### config.mk
export PLATFORM = sky130hd
export DESIGN_NAME = nfr_feature_regs
export DESIGN_NICKNAME = d
export VERILOG_FILES = /design/src/common/nfr_pkg.sv /design/src/nfr_blk_decode.sv /design/src/nfr_feature_regs.sv /design/src/nfr_srst_timer.sv
export VERILOG_INCLUDE_DIRS = /design/src /design/src/common
export SDC_FILE = /design/constraint.sdc
export NUM_CORES = 1
export LEC_CHECK = 0
export CORE_AREA = 5 5 89 91
export DETAILED_ROUTE_END_ITERATION = 10
export DIE_AREA = 0 0 94 96
export DONT_BUFFER_PORTS = 1
export GPL_ROUTABILITY_DRIVEN = 0
export MAX_ROUTING_LAYER = met4
export PLACE_DENSITY = 0.72
export SLEW_MARGIN = 20
export SYNTH_ARGS = -nofsm -noshare
export SYNTH_HDL_FRONTEND = slang
export SYNTH_SLANG_ARGS = --single-unit
### constraint.sdc
create_clock -name mclk -period 2.6 [get_ports mclk]
set_input_delay 0.13 -clock mclk [delete_from_list [all_inputs] [get_ports mclk]]
set_output_delay 0.13 -clock mclk [all_outputs]
set_load 0.05 [all_outputs]
### src/common/nfr_defines.svh
// Purpose: constants of the feature register bank
// Assumes: one-byte feature addresses, 8-bit registers
// Notes:   offsets, field positions, reset values and timing counts
`ifndef NFR_DEFINES_SVH
`define NFR_DEFINES_SVH

// ----------------------------------------------------------------
// feature addresses
// ----------------------------------------------------------------
`define NFR_ADR_SEC0       8'h80
`define NFR_ADR_SEC1       8'h84
`define NFR_ADR_SEC2       8'h88
`define NFR_ADR_SEC3       8'h8c
`define NFR_ADR_PROTECT    8'ha0
`define NFR_ADR_CONFIG     8'hb0
`define NFR_ADR_STATUS     8'hc0

// ----------------------------------------------------------------
// protection register fields
// ----------------------------------------------------------------
`define NFR_PR_LOCKWP      7
`define NFR_PR_BP_HI       6
`define NFR_PR_BP_LO       3
`define NFR_PR_TB          2
`define NFR_PR_PLOCK       0
`define NFR_PR_WMASK       8'hfd

// ----------------------------------------------------------------
// configuration register fields
// ----------------------------------------------------------------
`define NFR_CF_OTPL        7
`define NFR_CF_OTPE        6
`define NFR_CF_ECCE        4
`define NFR_CF_DRV_HI      2
`define NFR_CF_DRV_LO      1
`define NFR_CF_QE          0
`define NFR_CF_WMASK       8'h57

// ----------------------------------------------------------------
// status register fields
// ----------------------------------------------------------------
`define NFR_ST_ECC_HI      5
`define NFR_ST_ECC_LO      4
`define NFR_ST_PFAIL       3
`define NFR_ST_EFAIL       2
`define NFR_ST_WEL         1
`define NFR_ST_OIP         0

// ----------------------------------------------------------------
// reset values
// ----------------------------------------------------------------
`define NFR_RST_BP         4'hf
`define NFR_RST_TB         1'h1
`define NFR_RST_DRV        2'h0
`define NFR_RST_ECCE       1'h1

// ----------------------------------------------------------------
// timing: soft reset busy time
// ----------------------------------------------------------------
`define NFR_SRST_NS        200
`define NFR_CLK_NS         20
`define NFR_SRST_CYC       ((`NFR_SRST_NS + `NFR_CLK_NS - 1) / `NFR_CLK_NS)

`endif

### src/common/nfr_pkg.sv
// Purpose: types of the feature register bank
// Assumes: nothing beyond the defines header
// Notes:   the packed structs carry grouped signals and module state
package nfr_pkg;

   // ----------------------------------------------------------------
   // feature access request from the command decoder
   // ----------------------------------------------------------------
   typedef struct packed {
      logic       rd;    // read-feature strobe
      logic       wr;    // write-feature strobe
      logic [7:0] adr;   // feature address
      logic [7:0] wdat;  // write data
   } nfr_feat_req_type;

   // ----------------------------------------------------------------
   // array operation events from the core
   // ----------------------------------------------------------------
   typedef struct packed {
      logic        wr_en;     // write enable instruction
      logic        wr_dis;    // write disable instruction
      logic        prog;      // program execute start
      logic        erase;     // block erase start
      logic        page_rd;   // page data read start
      logic        soft_rst;  // soft reset command
      logic        busy;      // array operation running
      logic        pfail;     // program failed
      logic        efail;     // erase failed
      logic        ecc_vld;   // ecc result valid
      logic [1:0]  ecc_sum;   // summary ecc result
      logic [15:0] ecc_sec;   // four sector nibbles
   } nfr_core_ev_type;

   // ----------------------------------------------------------------
   // soft reset timer states
   // ----------------------------------------------------------------
   typedef enum logic [1:0] {
      NFR_IDLE = 2'b00,
      NFR_BUSY = 2'b01
   } nfr_srst_type;

   typedef struct packed {
      nfr_srst_type st;
      logic [7:0]   cnt;
   } nfr_srst_state_type;

   typedef struct packed {
      logic lo;
      logic hi;
      logic prot;
   } nfr_bpd_state_type;

endpackage : nfr_pkg

### src/nfr_blk_decode.sv
// Purpose: block protect decode for a program or erase target
// Assumes: 11-bit block address, result registered one cycle
// Notes:   the region sits at one end of the array, so one compare is enough
`include "nfr_defines.svh"
module nfr_blk_decode
   import nfr_pkg::*;
(
   input  wire logic        mclk,  // system clock
   input  wire logic        rst,   // sync reset
   input  wire logic [3:0]  code,  // block protect code
   input  wire logic        tb,    // top/bottom select
   input  wire logic [10:0] blk,   // target block
   output logic             prot   // block is protected
);

   nfr_bpd_state_type s_ff;   // registered decode
   nfr_bpd_state_type nxt_s;  // next decode
   logic [11:0]       span;   // number of protected blocks, codes 1..11 only

   // ----------------------------------------------------------------
   // decode: codes 1..11 give 2**(code-1) blocks
   // ----------------------------------------------------------------
   always_comb begin
      span = 12'h000;
      nxt_s = '0;
      if (code[3:2] == 2'b11) begin
         nxt_s.prot = 1'b1; // whole array
      end else if (code != 4'h0) begin
         span = 12'(12'h001 << (code - 4'h1));
         if (tb) begin
            nxt_s.lo   = ({1'b0, blk} < span); // lowest blocks
            nxt_s.prot = nxt_s.lo;
         end else begin
            nxt_s.hi   = ({1'b0, blk} >= (12'h800 - span));
            nxt_s.prot = nxt_s.hi;
         end
      end
      // code 0 protects nothing
   end

   always_ff @(posedge mclk) begin
      if (rst) begin
         s_ff <= '0;
      end else begin
         s_ff <= nxt_s;
      end
   end

   assign prot = s_ff.prot;

endmodule : nfr_blk_decode

### src/nfr_feature_regs.sv
// Purpose: feature register bank with write protection
// Assumes: command decoder delivers strobes on mclk
// Notes:   rst stands for power-up; soft reset is an event input
//          protect writes obey lock bits, quad mode, pin
//          program/erase answer two cycles after the pulse
`include "nfr_defines.svh"

module nfr_feature_regs
   import nfr_pkg::*;
(
   input  wire logic             mclk,         // system clock
   input  wire logic             rst,          // power-up reset
   input  wire nfr_feat_req_type req,          // feature access
   input  wire nfr_core_ev_type  ev,           // core events
   input  wire logic [10:0]      tgt_blk,      // program/erase block
   input  wire logic             otp_locked,   // otp area locked
   input  wire logic             wp_n,         // write-protect pin
   output logic [7:0]            rd_data,      // feature read data
   output logic                  rd_vld,       // read data valid
   output logic                  op_go,        // program/erase allowed
   output logic                  op_block,     // program/erase dropped
   output logic                  quad_mode,    // pins act as data
   output logic [1:0]            drive_sel,    // drive strength
   output logic                  ecc_on,       // ecc enabled
   output logic                  otp_access    // otp access mode
);

   // ----------------------------------------------------------------
   // module state
   // ----------------------------------------------------------------
   // one struct holds all state but the pin synchroniser
   typedef struct packed {
      logic       lock_write_protect_bit; // protect register lock
      logic [3:0] block_protect_code;     // protect code
      logic       top_bottom_select;      // region side
      logic       power_lock_bit;         // lock until power cycle
      logic       otp_lock;               // otp locked
      logic       otp_en;                 // otp access
      logic       ecc_en;                 // ecc enable
      logic [1:0] drive_strength_field;   // drive strength
      logic       quad_enable_bit;        // quad mode
      logic [1:0] ecc_result_bits;        // summary ecc
      logic       pfail;                  // program fail
      logic       efail;                  // erase fail
      logic       write_enable_latch;     // write enable
      logic [15:0] sec_err;               // sector error nibbles
      logic       init;                   // otp strap pending
      logic [7:0] rdat;                   // read data
      logic       rvld;                   // read valid
      logic       pend;                   // op awaiting decode
      logic       pend_pg;                // pending is program
      logic       go;                     // op accepted
      logic       blkd;                   // op refused
   } nfr_regs_state_type;

   nfr_regs_state_type s_ff;   // registered state
   nfr_regs_state_type nxt_s;  // next state

   // signals between the processes
   logic [1:0] wp_sync_ff;  // pin synchroniser
   logic       srst_busy;   // soft reset running
   logic       blk_prot;    // target block protected
   logic       prot_wr_ok;  // protect register writable
   logic [7:0] rmux;        // read mux

   // ----------------------------------------------------------------
   // sub blocks
   // ----------------------------------------------------------------
   // busy bit after a soft reset
   nfr_srst_timer u_srst (
      .mclk  (mclk),
      .rst   (rst),
      .start (ev.soft_rst),
      .busy  (srst_busy)
   );

   // registered block decode
   nfr_blk_decode u_bpd (
      .mclk (mclk),
      .rst  (rst),
      .code (s_ff.block_protect_code),
      .tb   (s_ff.top_bottom_select),
      .blk  (tgt_blk),
      .prot (blk_prot)
   );

   // ----------------------------------------------------------------
   // write-protect pin synchroniser
   // ----------------------------------------------------------------
   // resets as a released pin
   // only the second flop is read
   always_ff @(posedge mclk) begin
      if (rst) begin
         wp_sync_ff <= 2'b11;
      end else begin
         wp_sync_ff <= {wp_sync_ff[0], wp_n};
      end
   end

   // ----------------------------------------------------------------
   // protect register write permission
   // ----------------------------------------------------------------
   // power lock, then quad mode, then lock bit and pin
   always_comb begin
      if (s_ff.power_lock_bit) begin
         prot_wr_ok = 1'b0;
      end else if (s_ff.quad_enable_bit) begin
         prot_wr_ok = 1'b1;
      end else begin
         // locked: bit set and pin low
         prot_wr_ok = !s_ff.lock_write_protect_bit ||
                      wp_sync_ff[1];
      end
   end

   // ----------------------------------------------------------------
   // read mux, reserved bits zero
   // ----------------------------------------------------------------
   // read only with a strobe
   // result lands in the read register
   always_comb begin
      rmux = 8'h00;
      case (req.adr)
         `NFR_ADR_PROTECT: begin
            rmux[`NFR_PR_LOCKWP]              = s_ff.lock_write_protect_bit;
            rmux[`NFR_PR_BP_HI:`NFR_PR_BP_LO] = s_ff.block_protect_code;
            rmux[`NFR_PR_TB]                  = s_ff.top_bottom_select;
            rmux[`NFR_PR_PLOCK]               = s_ff.power_lock_bit;
         end
         `NFR_ADR_CONFIG: begin
            rmux[`NFR_CF_OTPL]                  = s_ff.otp_lock;
            rmux[`NFR_CF_OTPE]                  = s_ff.otp_en;
            rmux[`NFR_CF_ECCE]                  = s_ff.ecc_en;
            rmux[`NFR_CF_DRV_HI:`NFR_CF_DRV_LO] = s_ff.drive_strength_field;
            rmux[`NFR_CF_QE]                    = s_ff.quad_enable_bit;
         end
         `NFR_ADR_STATUS: begin
            rmux[`NFR_ST_ECC_HI:`NFR_ST_ECC_LO] = s_ff.ecc_result_bits;
            rmux[`NFR_ST_PFAIL]                 = s_ff.pfail;
            rmux[`NFR_ST_EFAIL]                 = s_ff.efail;
            rmux[`NFR_ST_WEL]                   = s_ff.write_enable_latch;
            // busy from timer or array op
            rmux[`NFR_ST_OIP]                   = srst_busy || ev.busy;
         end
         // sector: index above error nibble
         `NFR_ADR_SEC0: rmux = {4'h0, s_ff.sec_err[3:0]};
         `NFR_ADR_SEC1: rmux = {4'h1, s_ff.sec_err[7:4]};
         `NFR_ADR_SEC2: rmux = {4'h2, s_ff.sec_err[11:8]};
         `NFR_ADR_SEC3: rmux = {4'h3, s_ff.sec_err[15:12]};
         // unmapped addresses read zero
         default:       rmux = 8'h00;
      endcase
   end

   // ----------------------------------------------------------------
   // next state
   // ----------------------------------------------------------------
   always_comb begin
      // pulses drop, the rest holds
      nxt_s = s_ff;
      nxt_s.rvld = req.rd;
      nxt_s.go   = 1'b0;
      nxt_s.blkd = 1'b0;
      if (req.rd) begin
         nxt_s.rdat = rmux;
      end
      // otp lock strap caught on the first cycle after power-up
      // a same-cycle config write still sets it
      if (s_ff.init) begin
         nxt_s.otp_lock = otp_locked;
         nxt_s.init     = 1'b0;
      end
      // writes: status and sector registers ignore them
      // protect register when lock rules allow
      if (req.wr && req.adr == `NFR_ADR_PROTECT && prot_wr_ok) begin
         nxt_s.lock_write_protect_bit = req.wdat[`NFR_PR_LOCKWP];
         nxt_s.block_protect_code =
            req.wdat[`NFR_PR_BP_HI:`NFR_PR_BP_LO];
         nxt_s.top_bottom_select = req.wdat[`NFR_PR_TB];
         nxt_s.power_lock_bit    = req.wdat[`NFR_PR_PLOCK];
      end
      // otp lock only sets; or into the next
      // value keeps a strap caught this cycle
      if (req.wr && req.adr == `NFR_ADR_CONFIG) begin
         nxt_s.otp_lock = nxt_s.otp_lock | req.wdat[`NFR_CF_OTPL];
         nxt_s.otp_en   = req.wdat[`NFR_CF_OTPE];
         nxt_s.ecc_en   = req.wdat[`NFR_CF_ECCE];
         nxt_s.drive_strength_field =
            req.wdat[`NFR_CF_DRV_HI:`NFR_CF_DRV_LO];
         nxt_s.quad_enable_bit = req.wdat[`NFR_CF_QE];
      end
      // write enable latch
      // a clear wins over a set
      if (ev.wr_dis || ev.prog || ev.erase || ev.page_rd) begin
         nxt_s.write_enable_latch = 1'b0;
      end else if (ev.wr_en) begin
         nxt_s.write_enable_latch = 1'b1;
      end
      // program/erase: fail flags cleared at start, checked next
      if (ev.prog || ev.erase) begin
         nxt_s.pfail   = 1'b0;
         nxt_s.efail   = 1'b0;
         nxt_s.pend    = 1'b1;
         nxt_s.pend_pg = ev.prog;
      end
      // decode of the pending op ready;
      // a refused op flags its own kind
      if (s_ff.pend) begin
         nxt_s.pend = 1'b0;
         if (blk_prot) begin
            nxt_s.blkd = 1'b1;
            if (s_ff.pend_pg) begin
               nxt_s.pfail = 1'b1;
            end else begin
               nxt_s.efail = 1'b1;
            end
         end else begin
            nxt_s.go = 1'b1;
         end
      end
      // array failures set the flags;
      // after the clears, so a set wins
      if (ev.pfail) begin
         nxt_s.pfail = 1'b1;
      end
      if (ev.efail) begin
         nxt_s.efail = 1'b1;
      end
      // last page read ecc result; the
      // first after power-up is page zero
      if (ev.ecc_vld) begin
         nxt_s.ecc_result_bits = ev.ecc_sum;
         nxt_s.sec_err         = ev.ecc_sec;
      end
      // soft reset: status only, settings kept
      // last, so it wins over events;
      // otp access is config, kept
      if (ev.soft_rst) begin
         nxt_s.ecc_result_bits    = 2'b00;
         nxt_s.pfail              = 1'b0;
         nxt_s.efail              = 1'b0;
         nxt_s.write_enable_latch = 1'b0;
         nxt_s.sec_err            = 16'h0000;
         nxt_s.pend               = 1'b0;
         nxt_s.blkd               = 1'b0;
         nxt_s.go                 = 1'b0;
      end
   end

   // ----------------------------------------------------------------
   // state register; rst models a power cycle
   // ----------------------------------------------------------------
   always_ff @(posedge mclk) begin
      if (rst) begin
         // power cycle drops both lock bits
         s_ff                        <= '0;
         s_ff.block_protect_code     <= `NFR_RST_BP;
         s_ff.top_bottom_select      <= `NFR_RST_TB;
         s_ff.ecc_en                 <= `NFR_RST_ECCE;
         s_ff.drive_strength_field   <= `NFR_RST_DRV;
         // strap caught a cycle later
         s_ff.init                   <= 1'b1;
      end else begin
         s_ff <= nxt_s;
      end
   end

   // ----------------------------------------------------------------
   // outputs, all from flip-flops
   // ----------------------------------------------------------------
   // read answer a cycle after strobe
   assign rd_data    = s_ff.rdat;
   assign rd_vld     = s_ff.rvld;
   assign op_go      = s_ff.go;
   assign op_block   = s_ff.blkd;
   // levels for pads and array
   assign quad_mode  = s_ff.quad_enable_bit;
   assign drive_sel  = s_ff.drive_strength_field;
   assign ecc_on     = s_ff.ecc_en;
   assign otp_access = s_ff.otp_en;

endmodule : nfr_feature_regs

### src/nfr_srst_timer.sv
// Purpose: busy timer started by a soft reset command
// Assumes: start is a one-cycle pulse on mclk
// Notes:   busy is high from the cycle after start until the count ends
`include "nfr_defines.svh"
module nfr_srst_timer
   import nfr_pkg::*;
(
   input  wire logic mclk,  // system clock
   input  wire logic rst,   // sync reset
   input  wire logic start, // soft reset pulse
   output logic      busy   // timer running
);

   nfr_srst_state_type s_ff;   // timer state
   nfr_srst_state_type nxt_s;  // next state

   // ----------------------------------------------------------------
   // next state
   // ----------------------------------------------------------------
   always_comb begin
      nxt_s = s_ff;
      case (s_ff.st)
         NFR_IDLE: begin
            if (start) begin
               nxt_s.st  = NFR_BUSY;
               nxt_s.cnt = 8'(`NFR_SRST_CYC - 1);
            end
         end
         NFR_BUSY: begin
            if (start) begin // restart on a new reset
               nxt_s.cnt = 8'(`NFR_SRST_CYC - 1);
            end else if (s_ff.cnt == 8'h00) begin
               nxt_s.st = NFR_IDLE;
            end else begin
               nxt_s.cnt = s_ff.cnt - 8'h01;
            end
         end
         default: nxt_s = '0;
      endcase
   end

   // ----------------------------------------------------------------
   // state register
   // ----------------------------------------------------------------
   always_ff @(posedge mclk) begin
      if (rst) begin
         s_ff <= '0;
      end else begin
         s_ff <= nxt_s;
      end
   end

   assign busy = (s_ff.st == NFR_BUSY);

endmodule : nfr_srst_timer

# After elaboration in Yosys (flattened, before gate mapping)
# Cells that the tools add are included.
[op_classes] n_shift=1 eq_ne=13 addsub=3 bitwise_logic=2 magnitude_cmp=2 muxes=36 n_reduce_logical=21
[op_table] operator="$eq 8x8->1 const B" n=7
[op_table] operator="$mux 8" n=3
[op_table] operator="$pmux 10 s2" n=1
[op_table] operator="$mux 2" n=8
[op_table] operator="$mux 1" n=14
[op_table] operator="$mux 14" n=1
[op_table] operator="$pmux 1 s7" n=2
[op_table] operator="$ge 11x12->1" n=1
[op_table] operator="$lt 11x12->1" n=1
[op_table] operator="$pmux 1 s6" n=2
[op_table] operator="$shl 1x4->12 const A" n=1
[op_table] operator="$sub 12x12->12 const A" n=1
[op_table] operator="$mux 10" n=1
[op_table] operator="$reduce_or 3->1" n=3
[op_table] operator="$logic_not 8->1" n=1
[op_table] operator="$sub 8x1->8 const B" n=1
[op_table] operator="$logic_or 1x1->1" n=6
[op_table] operator="$mux 6" n=1
[op_table] operator="$reduce_or 2->1" n=3
[op_table] operator="$ne 2x2->1 const B" n=2
[op_table] operator="$pmux 1 s4" n=1
[op_table] operator="$pmux 2 s2" n=1
[op_table] operator="$reduce_bool 4->1" n=1
[op_table] operator="$sub 4x1->4 const B" n=1
[op_table] operator="other kinds (12)" n=14
[word_totals] wordCells=103 regBits=61 output_inout_bits=16

# Logic depth before layout (Yosys ltp)
# Gate-level depths: netlist of run 1.
[logic_depth] depth_word=7 mapped_depth=14 ltp_nobuf=12

# Cells and area by module
# Synthesis of run 1 repeated with hierarchy kept, for this count alone.
[hier_totals] cells_unflattened=393 area_unflattened_um2=3480.8
[by_module_without_submodules] module="nfr_feature_regs" instances=1 cells_each=240 area_each_um2=2255.9
[by_module_without_submodules] module="nfr_blk_decode" instances=1 cells_each=105 area_each_um2=769.5
[by_module_without_submodules] module="nfr_srst_timer" instances=1 cells_each=48 area_each_um2=455.4

# Worst setup path after synthesis of run 1
# OpenSTA, ideal clock, no wires.
[synth_timing] path_type="reg-to-reg" from="reg s_ff[46] (netlist bit)" to="reg u_bpd.s_ff (netlist bit u_bpd.prot)" arrival_time_ns=2.306 setup_slack_ns=0.168 setup_time_ns=0.126 path_stages_with_launch=13 cell_sequence="dfxtp_1 clkbuf_8 nor2_1 nand2_1 ha_1 clkbuf_1 xnor2_1 ha_1 a211oi_1 a211o_1 a21oi_1 o32ai_1 o31ai_1"
[synth_via] elab_chain_len=7 elab_cells_between_ends=10 cone_classes="2 x add/sub; 2 x order compare; 1 x eq/ne; 1 x shift; 3 x mux; 1 x reduce/logical"
[synth_rtl] item="from (decl)" line_no="nfr_feature_regs.sv:56" source="nfr_regs_state_type s_ff;"
[synth_rtl] item="from (signal assigned)" line_no="nfr_feature_regs.sv:264" source="s_ff <= nxt_s;"
[synth_rtl] item="$sub 4x1->4" line_no="nfr_blk_decode.sv:29" source="span = 12'(12'h001 << (code - 4'h1));"
[synth_rtl] item="$shl 1x4->12" line_no="nfr_blk_decode.sv:29"
[synth_rtl] item="$sub 12x12->12" line_no="nfr_blk_decode.sv:34" source="nxt_s.hi = ({1'b0, blk} >= (12'h800 - span));"
[synth_rtl] item="$ge 11x12->1" line_no="nfr_blk_decode.sv:34"
[synth_rtl] item="$mux 1" line_no="nfr_blk_decode.sv:30" source="if (tb) begin"
[synth_rtl] item="$mux 1" line_no="nfr_blk_decode.sv:28" source="end else if (code != 4'h0) begin"
[synth_rtl] item="$mux 1 *" line_no="nfr_blk_decode.sv:26" source="if (code[3:2] == 2'b11) begin"
[synth_rtl] item="to (signal assigned)" line_no="nfr_blk_decode.sv:45" source="s_ff <= nxt_s;"
[synth_rtl] item="to (decl)" line_no="nfr_blk_decode.sv:16" source="nfr_bpd_state_type s_ff;"
# Mark *: on every way between the ends. The rest lies on a longest branch, timed or not.
# A chain may end at the register's enable or synchronous reset.

# Worst setup path in the final report of run 1
[layout_timing] from="reg s_ff[45] (netlist bit)" to="reg u_bpd.s_ff (netlist bit u_bpd.prot)"
# The elaborated chain is that of the path after synthesis.

==> run_results.csv, run 1 <==
group,metric,value,unit
floorplanning,core.rowCount,31,
route,wl_met2,4450,µm
setup_path,required,2.85,ns
yosys,synth_nets,464,
yosys,synth_mux_area_frac,0.0816,
yosys,synth_compound_area_frac,0.158,
run_status,status,"complete, no violations",
flow_run,cap_violations,0,
timing,max_freq,423,MHz
layout,area_delta_synth_final,22.3,%
grt,grt_overflow_total,0,
setup_path,critical_path.max_stage_delay,0.47,ns
hold_path,min_path_type,"input port to flip-flop",
clock_tree,cts_sinks,60,
route,dr_wl_met3,511,µm
yosys,ys_ff_latch,60,
yosys,synth_xor_area_frac,0.0234,
grt,antenna_found_initial,0,
yosys,syn_area_per_cell,8.88,µm²
route,num_vias,2922,
clock_tree,clk_pin_slew,0.07,ns
floorplanning,core-area,7060,µm²
clock_tree,cts_root_buf,"clkbuf_8",
clock_tree,cts_setup_buffers,0,
timing,skew,0.00992,ns
grt,grt_pass1_wl,14500,µm
grt,grt_pass1_vias,3037,
floorplanning,die_h,96,µm
timing,rsz0062_at_grt,"no",
placement,dp.cells,457,
setup_path,slowest_stage,"or3b_2",
power,power,2.11,mW
timing,fin_hold_ws,0.0206,ns
placement,hpwlAfterDp,5800,µm
floorplanning,dieArea,9020,µm²
yosys,yosysMostFrequentCell,"dfxtp_1",
yosys,seq_area_frac_synth,0.356,
yosys,synthAdderAreaFrac,0.0853,
route,drc,0,
power,power_leakage,1.58,nW
setup_path,start_kind,"flip-flop",
timing,max_slew_margin,0.610,
yosys,syn_area,3370,µm²
clock_tree,clockBufferDepth,2,
layout,final_cells,530,
setup_path,critPathArrivalTime,2.62,ns
layout,layout-drive-gt1-share,0.116,
timing,period_needed,2.37,ns
floorplanning,start_util,0.478,
route,drt-pass1-iter-count,4,
floorplanning,die_w,94,µm
setup_path,critical_path.cell_chain,"buf_4 -> nor3_2 -> or3b_2 -> ha_1 -> nor2_1 -> a211o_1 -> a21oi_1 -> o32ai_2 -> o31ai_1",
clock_tree,cts_tree,"yes",
power,powerDensity,511,nW/µm²
clock_tree,clock_latency,0.34,ns
layout,postLayoutCoreUtil,0.584,
yosys,post-synth-top-area-cell,"dfxtp_1",
grt,track_usage,0.212,
hold_path,worstHoldStart,"req[2]",
timing,setup_viol_count_final,0,
timing,finalHoldViolations,0,
route,drt-initial-drc-count,121,
setup_path,regToRegStartpoint,"s_ff[45]",
yosys,synth_edf_count,0,
floorplanning,num_io_pins,77,
route,wl_per_cell,16.5,µm
yosys,synth.distinct_cells,56,
route,wl_met1,3630,µm
yosys,synthCells,380,
placement,port_buffers,0,
route,wl,8750,µm
layout,nFillCells,645,
yosys,synth_warnings,0,
yosys,synth_top_family_by_area,"simple AND/OR/NAND/NOR gates",
timing,fin_crit_sh,0.910,
timing,maxSlewViolCount,0,
yosys,synth_area_leaders,"dfxtp_1, ha_1, mux2i_1",
yosys,yosys-top-cells-count,"dfxtp_1, nor2_1, nand2_1",
layout,finish.net_count,509,
timing,tns,0,ns
route,highest_layer,"met4",
power,max-vdd-ir-drop,0.424,mV
yosys,synthSimpleGateAreaFrac,0.210,
grt,grt_max_degree,31,
setup_path,endpoint_kind,"flip-flop",
yosys,async_flop_share,0,
route,antenna_left,0,
setup_path,crit_start,"s_ff[45]",
clock_tree,htree_levels,3,
clock_tree,cts_made_buffers,9,
setup_path,crit_type,"flip-flop to flip-flop",
yosys,synth_ff_type,"dfxtp_1",
yosys,yosysTopAreaCellShare,0.356,
timing,worst_pin_slew,0.585,ns
setup_path,critPathMaxFanout,11,
route,vias_per_cell,5.51,
-- power by group --
part	leakage, nW	internal [mW]	total (mW)	switching, mW
Combinational	0.988	0.134	0.235	0.101
Clock	0.106	0.496	0.876	0.380
Sequential	0.489	0.950	0.995	0.0444
-- worst max-delay path, delay by kind of cell, from the launching register on --
family	cells	cell delay (ns)
flip-flops	1	0.42
AND/OR/NAND/NOR	3	0.60
AO/OA/AOI/OAI	4	0.75
adder cells (fa/ha/maj)	1	0.29
buffers and inverters	1	0.22
-- layout make-up --
cell class / instances / area [µm²] / area share
inverters: 15 / 56.3 / 0.0137
diodes: 1 / 2.50 / 0.000607
multi-input cells: 275 / 1910 / 0.463
clock buffers: 11 / 151 / 0.0367
clock inverters: 5 / 60.1 / 0.0146
well taps: 99 / 124 / 0.0300
flip-flops and latches: 60 / 1200 / 0.292
repair buffers: 64 / 616 / 0.149
-- kinds of logic after synthesis --
family                   count (synthesis)
adder cells (fa/ha/maj)                 23
AND/OR/NAND/NOR                        139
buffers and inverters                   45
flip-flops                              60
multiplexers                            26
XOR/XNOR                                 9
AO/OA/AOI/OAI                           78
-- per-stage QoR --
stage               area [µm²]  worst slack (ns)
floorplan                 3370             0.168
global placement          3320             0.137
detailed placement        3320            0.0591
CTS                       4100           0.00524
global route              4120            0.0100
finish                    4120             0.233
-- registers in the layout, summed over array words and instances (netlist names) --
| signal | count |
|---|---|
| drive_sel | 2 |
| ecc_on | 1 |
| op_block | 1 |
| op_go | 1 |
| otp_access | 1 |
| quad_mode | 1 |
| rd_data | 8 |
| rd_vld | 1 |
| s_ff | 32 |
| u_bpd.prot | 1 |
| u_srst.s_ff | 9 |
| wp_sync_ff | 2 |
-- repair_timing --
action | CTS | global route
endpoints found under the hold margin | 49 | 0
resized for setup | 0 | 9
hold buffers | 56 | 0
endpoints found under the setup margin | 0 | 1
-- layout by cell type (no fill, tap or decap), types with 3 or more instances in the layout --
cell,n
inv_1,15
nand2b_1,3
dfxtp_1,58
a211oi_1,8
clkbuf_8,11
o21ai_0,13
nor4_1,5
nor3_1,6
buf_4,8
mux2i_1,23
or2_2,4
a211o_1,8
nor2_1,49
xnor2_1,7
nor2b_1,3
a22oi_1,5
dlygate4sd3_1,55
nand2_1,30
ha_1,22
o211ai_1,3
nand3_1,18
a21oi_1,20
-- worst paths after layout --
kind                                      end  slack [ns]  depth (start not counted)
worst min-delay path                 s_ff[42]        0.02                          3
worst max-delay path               u_bpd.prot        0.23                          9
worst max register to register     u_bpd.prot        0.23                          9
worst min register to register  wp_sync_ff[1]        0.42                          1
-- layer usage --
layer,vias up,global-route usage
met5,-,-
met4,0,0.0674
met3,15,0.0641
met2,70,0.355
met1,1390,0.245
li1,1447,-
No activity file was read; power rests on OpenSTA's default activity.
==> inputs of run 2 (changes only) <==
--- a/config.mk
+++ b/config.mk
@@ -6,9 +6,9 @@
 export SDC_FILE = /design/constraint.sdc
 export NUM_CORES = 1
 export LEC_CHECK = 0
-export CORE_AREA = 5 5 89 91
+export CORE_AREA = 2 2 86 88
 export DETAILED_ROUTE_END_ITERATION = 10
-export DIE_AREA = 0 0 94 96
+export DIE_AREA = 0 0 88 90
 export DONT_BUFFER_PORTS = 1
 export GPL_ROUTABILITY_DRIVEN = 0
 export MAX_ROUTING_LAYER = met4
==> run_results.csv, run 2 (synthesized netlist as in run 1, its figures left out) <==
group,metric,value,unit
run_status,status,"complete, no violations",
setup_path,regToRegSetupSlack,0.11,ns
setup_path,crit_type,"flip-flop to flip-flop",
power,power_leakage,1.55,nW
placement,hpwlAfterDp,5560,µm
timing,fin_crit_sh,0.957,
layout,n_antenna_cell,0,
floorplanning,dieArea,7920,µm²
route,vias_per_cell,5.58,
timing,worst_pin_slew,0.578,ns
clock_tree,cts_made_buffers,9,
setup_path,slowest_stage,"dfxtp_2",
clock_tree,cts_root_buf,"clkbuf_8",
route,wl_met1,3630,µm
placement,dpl_cell_area,3320,µm²
setup_path,required,2.85,ns
power,power,1.95,mW
grt,grt_pass1_wl,13700,µm
floorplanning,core-area,7020,µm²
timing,setup_viol_count_final,0,
clock_tree,clock_latency,0.34,ns
clock_tree,htree_levels,3,
timing,max_freq,402,MHz
floorplanning,core.rowCount,31,
grt,antenna_found_initial,0,
setup_path,critPathArrivalTime,2.74,ns
timing,period_needed,2.49,ns
layout,final_common_cell,"dfxtp_1",
layout,postLayoutCoreUtil,0.579,
setup_path,critPathMaxFanout,10,
setup_path,critical_path.cell_chain,"nor2b_4 -> nand2_1 -> ha_2 -> o31ai_1 -> o21ai_0 -> ha_1 -> nand4_1 -> a211o_1 -> a21oi_1 -> o32ai_1 -> o31ai_1",
timing,finalHoldViolations,0,
timing,skew,0.00695,ns
power,max-vdd-ir-drop,0.342,mV
route,antenna_left,0,
route,drt-pass1-iter-count,5,
layout,finish.net_count,507,
grt,grt_overflow_total,0,
layout,layout_common_cells,"dfxtp_1, dlygate4sd3_1, nor2_1, nand2_1, mux2i_1",
floorplanning,num_io_pins,77,
clock_tree,clockBufferDepth,2,
floorplanning,die_h,90,µm
route,num_vias,2934,
floorplanning,start_util,0.480,
grt,grt_max_degree,31,
flow_run,cap_violations,0,
layout,fin_area,4060,µm²
setup_path,critical_path.most_common_cell,"o31ai_1",
layout,final_cells,526,
clock_tree,cts_sinks,60,
layout,layout-drive-gt1-share,0.112,
layout,largest_register_ffs,32,
route,drc,0,
timing,max_slew_margin,0.615,
route,wl_met2,4090,µm
grt,grt_pass1_vias,2882,
hold_path,min_path_type,"input port to flip-flop",
clock_tree,clk_pin_slew,0.06,ns
setup_path,cp_num_buf_inv,0,
layout,largest_register,"s_ff",
clock_tree,cts_tree,"yes",
setup_path,crit_family,"compound AO/OA/AOI/OAI gates",
placement,port_buffers,0,
setup_path,critical_path.max_stage_delay,0.37,ns
route,dr_wl_met3,571,µm
route,wl_per_cell,16.2,µm
timing,fin_ws,0.112,ns
route,highest_layer,"met4",
route,wl,8540,µm
layout,area_delta_synth_final,20.4,%
placement,dp.cells,456,
power,powerDensity,480,nW/µm²
grt,track_usage,0.228,
setup_path,start_kind,"flip-flop",
setup_path,endpoint_kind,"flip-flop",
timing,maxSlewViolCount,0,
route,drt-initial-drc-count,147,
placement,dpl_worst_slack,-0.0239,ns
floorplanning,die_w,88,µm
[run 2: area by class of cell]
class / instances / area (µm²)
Clock buffer: 9 / 124
Clock inverter: 6 / 42.5
Fill cell: 618 / 2960
Inverter: 15 / 56.3
Multi-Input combinational cell: 275 / 1910
Sequential cell: 60 / 1200
Tap cell: 99 / 124
Timing Repair Buffer: 62 / 598
[run 2: worst paths after layout]
path | start | to | cells past startpoint
setup / recovery | s_ff[44] | u_bpd.prot | 11
hold / removal | req[2] | s_ff[42] | 3
setup reg to reg | s_ff[44] | u_bpd.prot | 11
hold reg to reg | wp_sync_ff[0] | wp_sync_ff[1] | 1
[run 2: per-layer routing]
layer  vias up  GRT usage
li1       1448          -
met1      1359      0.277
met2       107      0.365
met3        20     0.0560
met4         0     0.0833
met5         -          -
[run 2: worst register-to-register path, stage by stage, from the launching register on]
cell and delay (ns):
dfxtp_2 0.37, nor2b_4 0.20, nand2_1 0.11, ha_2 0.26
o31ai_1 0.09, o21ai_0 0.16, ha_1 0.31, nand4_1 0.10
a211o_1 0.28, a21oi_1 0.21, o32ai_1 0.12, o31ai_1 0.21
[run 2: metrics by stage]
| step | setup TNS, ns | hold WS [ns] |
|---|---|---|
| floorplan | 0 | 0.158 |
| global placement | 0 | 0.162 |
| detailed placement | -0.0239 | 0.162 |
| CTS | 0 | 0.0169 |
| global route | -0.0579 | 0.0326 |
| finish | 0 | 0.0247 |
[run 2: what timing repair did]
action	4_1_cts	5_1_grt
hold endpoints to repair	49	0
gates resized for setup	1	10
setup buffers	0	0
hold buffers	55	0
endpoints found under the setup margin	1	1
[run 2: report_power, final]
part	switching, mW	internal (mW)	total (mW)
combinational	0.102	0.134	0.236
sequential	0.0439	0.950	0.994
clock	0.382	0.339	0.721
